==> src/design/wdog_pkg.sv <==
package wdog_pkg;

   // -------------------------------------------------------------------
   // Timebase
   // -------------------------------------------------------------------
   localparam int CLK_PERIOD_PS = 4000;            // 250 MHz core clock
   localparam int MS_IN_PS = 1000000000;           // One millisecond in ps
   localparam int MS_TICK_CYCLES = MS_IN_PS / CLK_PERIOD_PS;
   localparam int TICK_W = 18;                     // Holds MS_TICK_CYCLES - 1

   // -------------------------------------------------------------------
   // Reset cycle length
   // -------------------------------------------------------------------
   localparam int RST_TIMEOUT_S = 135;             // Reset timeout as printed, seconds
   localparam int MS_PER_S = 1000;
   localparam int RST_TIMEOUT_MS = RST_TIMEOUT_S * MS_PER_S;
   localparam int RST_W = 18;                      // Holds RST_TIMEOUT_MS - 1

   // -------------------------------------------------------------------
   // Kick timeout selection
   // -------------------------------------------------------------------
   localparam int PERIOD_W = 12;                   // Holds 2048
   localparam logic [PERIOD_W-1:0] PERIOD_BASE_MS = 12'h010;  // 16 ms
   localparam int EXP_W = 4;
   localparam logic [EXP_W-1:0] EXP_DISABLED = 4'h8;          // Both straps at supply
   localparam logic [EXP_W-1:0] HI_WEIGHT = 4'h3;             // Weight of the high strap

   // Strap pin codes as delivered by the three-level input cell
   localparam logic [1:0] STRAP_GND = 2'h0;
   localparam logic [1:0] STRAP_MID = 2'h1;
   localparam logic [1:0] STRAP_SUPPLY = 2'h2;
   localparam logic [1:0] STRAP_OPEN = 2'h3;

   // Decoded strap levels
   localparam logic [1:0] LVL_GND = 2'h0;
   localparam logic [1:0] LVL_MID = 2'h1;
   localparam logic [1:0] LVL_SUPPLY = 2'h2;

   // Constant level driven by the open-drain fault pin when enabled
   localparam logic FAULT_PIN_LOW = 1'b0;

   typedef enum logic [0:0]
   {
      ST_RUN = 1'b0,
      ST_RESET = 1'b1
   } sup_state_t;

endpackage

==> src/design/kick_if.sv <==
`timescale 1ns/10ps

// Carries the detected kick edge from the input stage to the supervisor
interface kick_if;
   logic kick_rise;

   modport src
   (
      output kick_rise
   );

   modport dst
   (
      input kick_rise
   );
endinterface

==> src/design/kick_edge_detect.sv <==
`timescale 1ns/10ps

module kick_edge_detect
(
   input wire logic clk,
   input wire logic rst_b,
   input wire logic ce,
   input wire logic kick_raw,
   kick_if.src ev
);

   logic meta_q;
   logic sync_q;
   logic prev_q;

   // ------------------------------------------------------------------
   // Synchroniser and edge history
   // ------------------------------------------------------------------
   // Only sync_q reads meta_q; the edge logic looks at settled samples
   always_ff @(posedge clk or negedge rst_b)
   begin
      if (!rst_b)
      begin
         meta_q <= 1'b0;
         sync_q <= 1'b0;
         prev_q <= 1'b0;
      end
      else if (ce)
      begin
         meta_q <= kick_raw;
         sync_q <= meta_q;
         prev_q <= sync_q;
      end
   end

   // Low then high on consecutive settled samples
   assign ev.kick_rise = sync_q & ~prev_q;

endmodule

==> src/design/pin_strapped_watchdog_supervisor.sv <==
// Overview of operation
// - Host kicks with a rising edge before timeout; each edge restarts the count.
// - Missed kick starts a reset cycle and asserts the fault output.
// - When the reset releases, watchdog state clears and a fresh count begins.
// - Fault stays asserted through reset; only a later kick edge or RST_B clears it.
// - Fault output powers up inactive, released high, until a timeout.
// - Timeout is 16 ms times two to the (lo level + 3 x hi level).
// - Each select strap decodes to ground, mid or supply; nine combinations.
// - Both straps at supply disable the watchdog completely, for test use.
// - Watchdog timer is held inactive while the supervisor reset is asserted.
// - An unconnected select strap counts as the mid level.
// - Real timeout may deviate about -30 to +38 percent from typical.
// - A reset cycle holds the reset output for the reset timeout, then releases.
`timescale 1ns/10ps

module pin_strapped_watchdog_supervisor
#(
   parameter int MS_TICK_CYCLES = wdog_pkg::MS_TICK_CYCLES,
   parameter int RST_TIMEOUT_MS = wdog_pkg::RST_TIMEOUT_MS
)
(
   input wire logic CLK,
   input wire logic RST_B,
   input wire logic CE,
   input wire logic KICK_IN,
   input wire logic [1:0] PERIOD_SEL_LO,
   input wire logic [1:0] PERIOD_SEL_HI,
   input wire logic SUPPLY_LOW,
   input wire logic FAULT_FLAG_OUT_I,
   output logic SUP_RST_OUT,
   output logic FAULT_FLAG_OUT_O,
   output logic FAULT_FLAG_OUT_OE,
   output logic WD_EXPIRE
);

   // ------------------------------------------------------------------
   // Declarations
   // ------------------------------------------------------------------
   localparam int TICK_W = wdog_pkg::TICK_W;
   localparam int RST_W = wdog_pkg::RST_W;
   localparam int PERIOD_W = wdog_pkg::PERIOD_W;
   localparam int EXP_W = wdog_pkg::EXP_W;

   kick_if kick ();

   wdog_pkg::sup_state_t state_q;
   logic [TICK_W-1:0] tick_cnt_q;
   logic tick_q;
   logic [RST_W-1:0] rst_ms_q;
   logic [PERIOD_W-1:0] wd_ms_q;
   logic [PERIOD_W-1:0] period_q;
   logic wd_off_q;
   logic sup_rst_q;
   logic fault_q;
   logic pin_o_q;
   logic expire_q;
   logic pin_seen_q;
   logic [1:0] lvl_lo;
   logic [1:0] lvl_hi;
   logic [EXP_W-1:0] exp_d;
   logic expire;
   logic rst_done;

   // ------------------------------------------------------------------
   // Strap decoding
   // ------------------------------------------------------------------
   // Three-level strap cell code to level; a floating pin is biased mid
   function automatic logic [1:0] strap_level(input logic [1:0] code);
      logic [1:0] lvl;
      lvl = wdog_pkg::LVL_MID;
      if (code == wdog_pkg::STRAP_GND)
      begin
         lvl = wdog_pkg::LVL_GND;
      end
      else if (code == wdog_pkg::STRAP_SUPPLY)
      begin
         lvl = wdog_pkg::LVL_SUPPLY;
      end
      else if (code == wdog_pkg::STRAP_OPEN)
      begin
         lvl = wdog_pkg::LVL_MID;
      end
      return lvl;
   endfunction

   assign lvl_lo = strap_level(PERIOD_SEL_LO);
   assign lvl_hi = strap_level(PERIOD_SEL_HI);

   // Exponent lo + 3 x hi; both at supply lands on the disable code
   assign exp_d = EXP_W'(lvl_lo) + EXP_W'(lvl_hi) * wdog_pkg::HI_WEIGHT;

   // Period is registered so the shift never sits in the compare path.
   // Straps may move at any time; a new value takes effect one cycle later.
   always_ff @(posedge CLK or negedge RST_B)
   begin
      if (!RST_B)
      begin
         period_q <= wdog_pkg::PERIOD_BASE_MS;
         wd_off_q <= 1'b0;
      end
      else if (CE)
      begin
         period_q <= wdog_pkg::PERIOD_BASE_MS << exp_d;
         wd_off_q <= (exp_d == wdog_pkg::EXP_DISABLED);
      end
   end

   // ------------------------------------------------------------------
   // Kick input stage
   // ------------------------------------------------------------------
   kick_edge_detect u_kick
   (
      .clk(CLK),
      .rst_b(RST_B),
      .ce(CE),
      .kick_raw(KICK_IN),
      .ev(kick.src)
   );

   // ------------------------------------------------------------------
   // Millisecond timebase
   // ------------------------------------------------------------------
   // Free running; the kick count is not phase aligned to it, so the first
   // millisecond after a restart may be short by up to one tick. That error
   // is far inside the allowed band on the timeout.
   always_ff @(posedge CLK or negedge RST_B)
   begin
      if (!RST_B)
      begin
         tick_cnt_q <= '0;
         tick_q <= 1'b0;
      end
      else if (CE)
      begin
         if (tick_cnt_q == TICK_W'(MS_TICK_CYCLES - 1))
         begin
            tick_cnt_q <= '0;
            tick_q <= 1'b1;
         end
         else
         begin
            tick_cnt_q <= tick_cnt_q + TICK_W'(1);
            tick_q <= 1'b0;
         end
      end
   end

   // ------------------------------------------------------------------
   // Kick timeout counter
   // ------------------------------------------------------------------
   // Expiry needs a running watchdog, an enabled setting and no kick edge in
   // the same cycle; an edge arriving exactly at the limit still saves the host.
   // The typical period is targeted; the clock accuracy keeps it in the band.
   // At-or-above, so a strap moved below the running count still expires.
   assign expire = (state_q == wdog_pkg::ST_RUN) && !wd_off_q
                   && !kick.kick_rise && (wd_ms_q >= period_q);

   always_ff @(posedge CLK or negedge RST_B)
   begin
      if (!RST_B)
      begin
         wd_ms_q <= '0;
      end
      else if (CE)
      begin
         if (state_q == wdog_pkg::ST_RESET)
         begin
            wd_ms_q <= '0;
         end
         else if (kick.kick_rise || wd_off_q || expire)
         begin
            wd_ms_q <= '0;
         end
         else if (tick_q)
         begin
            wd_ms_q <= wd_ms_q + PERIOD_W'(1);
         end
      end
   end

   // ------------------------------------------------------------------
   // Reset cycle sequencing
   // ------------------------------------------------------------------
   // The release comes on the tick that completes the reset timeout
   assign rst_done = tick_q && !SUPPLY_LOW && (rst_ms_q == RST_W'(RST_TIMEOUT_MS - 1));

   // Power-up begins inside a reset cycle, like a supply-threshold reset
   always_ff @(posedge CLK or negedge RST_B)
   begin
      if (!RST_B)
      begin
         state_q <= wdog_pkg::ST_RESET;
         rst_ms_q <= '0;
         sup_rst_q <= 1'b1;
      end
      else if (CE)
      begin
         case (state_q)
            wdog_pkg::ST_RUN:
            begin
               rst_ms_q <= '0;
               if (SUPPLY_LOW || expire)
               begin
                  state_q <= wdog_pkg::ST_RESET;
                  sup_rst_q <= 1'b1;
               end
            end
            wdog_pkg::ST_RESET:
            begin
               if (SUPPLY_LOW)
               begin
                  rst_ms_q <= '0;   // Low supply keeps restarting the cycle
               end
               else if (rst_done)
               begin
                  state_q <= wdog_pkg::ST_RUN;
                  sup_rst_q <= 1'b0;
                  rst_ms_q <= '0;
               end
               else if (tick_q)
               begin
                  rst_ms_q <= rst_ms_q + RST_W'(1);
               end
            end
            default:
            begin
               state_q <= wdog_pkg::ST_RESET;
               sup_rst_q <= 1'b1;
            end
         endcase
      end
   end

   // ------------------------------------------------------------------
   // Fault flag
   // ------------------------------------------------------------------
   // Sticky: it outlives the reset cycle so a status LED or safety latch
   // still sees the failure after the host comes back. Expiry and a kick edge
   // never meet in one cycle, so set and clear cannot collide.
   always_ff @(posedge CLK or negedge RST_B)
   begin
      if (!RST_B)
      begin
         fault_q <= 1'b0;
      end
      else if (CE)
      begin
         if (expire)
         begin
            fault_q <= 1'b1;
         end
         else if (kick.kick_rise)
         begin
            fault_q <= 1'b0;
         end
      end
   end

   // ------------------------------------------------------------------
   // Expiry pulse and open-drain pin data
   // ------------------------------------------------------------------
   // The pin readback is only captured for debug visibility of the wire
   always_ff @(posedge CLK or negedge RST_B)
   begin
      if (!RST_B)
      begin
         expire_q <= 1'b0;
         pin_o_q <= wdog_pkg::FAULT_PIN_LOW;
         pin_seen_q <= 1'b0;
      end
      else if (CE)
      begin
         expire_q <= expire;
         pin_o_q <= wdog_pkg::FAULT_PIN_LOW;
         pin_seen_q <= FAULT_FLAG_OUT_I;
      end
   end

   // ------------------------------------------------------------------
   // Outputs
   // ------------------------------------------------------------------
   assign SUP_RST_OUT = sup_rst_q;
   assign FAULT_FLAG_OUT_O = pin_o_q;
   assign FAULT_FLAG_OUT_OE = fault_q;
   assign WD_EXPIRE = expire_q;

endmodule

==> config.mk <==
export PLATFORM = sky130hd
export DESIGN_NAME = pin_strapped_watchdog_supervisor
export DESIGN_NICKNAME = d
export VERILOG_FILES = /design/src/design/wdog_pkg.sv /design/src/design/kick_if.sv /design/src/design/kick_edge_detect.sv /design/src/design/pin_strapped_watchdog_supervisor.sv
export SDC_FILE = /design/constraint.sdc
export NUM_CORES = 1
export LEC_CHECK = 0
export BUFFER_PORTS_ARGS = -buffer_cell sky130_fd_sc_hd__buf_2
export CAP_MARGIN = 15
export CORE_MARGIN = 8
export CORE_UTILIZATION = 55
export DETAILED_ROUTE_END_ITERATION = 10
export PLACE_DENSITY = 0.72
export SLEW_MARGIN = 20
export SYNTH_ARGS = -nofsm -noshare
export SYNTH_HDL_FRONTEND = slang
export SYNTH_SLANG_ARGS = --single-unit
==> constraint.sdc <==
create_clock -name CLK -period 2.3 [get_ports CLK]
set_input_delay 0.115 -clock CLK [delete_from_list [all_inputs] [get_ports CLK]]
set_output_delay 0.115 -clock CLK [all_outputs]
set_load 0.02 [all_outputs]
==> impl_metrics.py <==
metrics = {
    "status": {
        "status": "completed",
    },
    "floorplanning": {
        "rows": 29,
        "dieArea_um2": 9250,
        "core-area_um2": 6280,
        "pin_count": 14,
        "die_w_um": 96.2,
        "die_height_um": 96.2,
        "start_util_pct": 56.3,
    },
    "drt": {
        "vias_per_cell": 5.80,
        "vias": 2623,
        "drt_iter0_drc": 107,
        "wire_per_inst_um": 14.5,
        "dr.pass1.iters": 4,
        "ant_nets": 0,
        "finalWirelength_um": 6570,
        "drc_errors": 0,
    },
    "finish": {
        "fin_nets": 396,
        "drive_above_1_share_pct": 14.1,
        "diodes": 0,
        "syn2layout_area_growth_pct": 9.87,
    },
    "cts": {
        "htreeDepth": 3,
        "insertion_delay_ns": 0.34,
        "post_cts_buffers": 0,
        "clock_tree.root_cell": "clkbuf_8",
        "cts_tree": "yes",
        "path_clk_slew_ns": 0.07,
        "numCtsBuffers": 9,
        "cts.sinks": 65,
        "cts_buffer_depth": 2,
    },
    "grt": {
        "grtUsageTotal_pct": 16.5,
        "grt-ovfl-total": 0,
        "grt_antenna_before_repair": 0,
        "grt_pass1_wl_um": 12000,
        "grt_pass1_vias": 2612,
        "grt_max_degree": 66,
    },
    "hold_path": {
        "hold_path_class": "input port to register",
    },
    "synth": {
        "syn_nets": 379,
        "syn_area_per_cell_um2": 10.0,
        "synth_compound_area_share_pct": 11.9,
        "ys_types": 57,
        "synth_async_sr_flop_share_pct": 100,
        "synth_top_family_by_area": "simple AND/OR/NAND/NOR gates",
        "yosys-mux-area-fraction_pct": 2.12,
        "synth-edff-count": 0,
        "synth_cells": 353,
        "ys_seq_area_share_pct": 46.1,
        "synthXorXnorAreaFrac_pct": 6.69,
        "synth_area_um2": 3540,
        "yosys_warnings": 0,
        "ys_seq_elements": 65,
        "synth_fa_ha_area_share_pct": 5.87,
        "synthSimpleGateAreaFrac_pct": 24.0,
        "ys.flop_type": "dfrtp_1",
    },
    "worst_setup_path": {
        "critPathCaptureType": "register",
        "path_class": "register to register",
        "crit_fanout": 7,
        "cp.arrival_ns": 2.33,
        "crit_required_ns": 2.55,
        "cp-start-kind": "register",
    },
    "sta": {
        "setup_viol": 0,
        "max-slew-margin-rel_pct": 63.4,
        "period_needed_ns": 2.08,
        "holdWs_ns": 0.0118,
        "worst_slew_pin_slew_ns": 0.548,
        "finalCritPeriodShare_pct": 90.4,
        "rsz0062_at_grt": "false",
        "final.setup.tns_ns": 0,
        "fin_worst_skew_ns": 0.00808,
        "fmaxAchievable_mhz": 481,
        "hold_viol": 0,
        "report.final.slew_viol_count": 0,
    },
    "place": {
        "port_buffers": 11,
        "gp_congestion": 0.806,
        "dp.final_hpwl_um": 4610,
    },
    "flow_run": {
        "cap_viol_max_count": 0,
    },
    "pwr": {
        "p_leak_nw": 1.82,
        "p_per_area_nw_per_um2": 691,
        "ir_drop_uv": 419,
    },
}
-- final timing paths --
check	from	to	slack, ns	cells after the start
setup / recovery	wd_ms_q[6]	wd_ms_q[5]	0.22	6
hold / removal	KICK_IN	u_kick.meta_q	0.01	2
setup reg to reg	wd_ms_q[6]	wd_ms_q[5]	0.22	6
hold reg to reg	tick_cnt_q[16]	tick_cnt_q[16]	0.46	1
max in group asynchronous	RST_B	SUP_RST_OUT	1.64	3
min in group asynchronous	RST_B	wd_ms_q[4]	0.31	3
-- sequential cells by signal, indices dropped and copies added (netlist names), 8 cells and up --
| signal | flops |
|---|---|
| period_q | 8 |
| rst_ms_q | 18 |
| tick_cnt_q | 18 |
| wd_ms_q | 12 |
-- power by group --
group	total [mW]	leakage, nW	switching [mW]	internal (mW)
sequential	1.34	0.875	0.0932	1.25
clock	0.920	0.102	0.414	0.506
combinational	0.424	0.841	0.248	0.176
total	2.69	1.82	0.755	1.93
-- metrics by stage --
stage	instances	power, mW	instance area (um^2)	setup slack, ns	utilization, %
after floorplan	353	1.66	3540	0.386	-
after global placement	435	1.77	3680	0.231	58.7
after detailed placement	435	1.79	3680	0.204	58.7
after CTS	452	2.72	3880	0.233	61.9
after global routing	452	2.84	3880	0.0991	61.9
final	452	2.69	3880	0.220	61.9
-- timing repair --
action                    in CTS  in global routing
hold endpoints to repair      62                  0
hold buffers                   1                  0
gates resized for setup        0                  0
-- cells in the mapped netlist (all sizes together) (2+ instances only) --
cell / n / area [um^2]
a211o: 2 / 17.5
a211oi: 2 / 25.0
a21o: 6 / 52.6
a21oi: 6 / 30.0
a22o: 9 / 78.8
and3: 12 / 75.1
and4: 4 / 35.0
and4b: 2 / 20.0
buf: 6 / 32.5
clkbuf: 4 / 15.0
dfrtp: 62 / 1550
dfstp: 3 / 78.8
ha: 15 / 188
inv: 18 / 67.6
mux2: 4 / 45.0
mux2i: 3 / 30.0
nand2: 26 / 97.6
nand2b: 2 / 12.5
nand3: 25 / 130
nand4: 14 / 93.8
nor2: 36 / 135
nor2b: 9 / 56.3
nor3: 5 / 35.0
nor3b: 2 / 20.0
nor4: 3 / 40.0
nor4b: 3 / 41.3
o21ai: 25 / 125
o311ai: 2 / 17.5
or3: 2 / 17.5
xnor2: 7 / 61.3
xor2: 20 / 175
-- final cells by class --
| class | instances | area [um^2] |
|---|---|---|
| Clock buffer | 14 | 183 |
| Fill cell | 521 | 2390 |
| Tap cell | 77 | 96.3 |
| Sequential cell | 65 | 1630 |
| Inverter | 18 | 67.6 |
| Multi-Input combinational cell | 260 | 1790 |
| Timing Repair Buffer | 16 | 108 |
| Clock inverter | 2 | 10.0 |
-- critical path: stages (launching register included) --
cell and delay [ns]:
dfrtp_1 0.44, ha_1 0.33, a31o_2 0.26, a2bb2oi_2 0.19, o211ai_2 0.19, or4_1 0.49, o21ai_0 0.09
-- kinds of logic (layout without fill, tap and decap cells) --
kind of cell / after synthesis / count (layout)
AND/OR/NAND/NOR: 150 / 150
flip-flops: 65 / 65
AO/OA/AOI/OAI: 59 / 59
buffers and inverters: 28 / 50
XOR/XNOR: 27 / 27
adder cells (fa/ha/maj): 16 / 16
multiplexers: 7 / 7
other: 1 / 1
-- routing by layer --
layer	share of wire (%)	track usage [%]	vias to the layer above	wire [um]
met1	49	21.8	1288	3230
met5	0	0	-	0
met3	2.9	2.89	10	188
met2	46	25.1	36	3020
met4	1.9	9.09	0	127
li1	-	-	1289	-
-- placed cells by master (no fill, tap or decap), drive strengths merged, types with 14 or more instances in the layout --
cell | synthesis | layout
buf | 6 | 15
ha | 15 | 15
clkbuf | 4 | 14
xor2 | 20 | 20
nor2 | 36 | 36
inv | 18 | 18
nand2 | 26 | 26
nand4 | 14 | 14
o21ai | 25 | 25
nand3 | 25 | 25
dfrtp | 62 | 62
(Power assumes the default switching activity.)
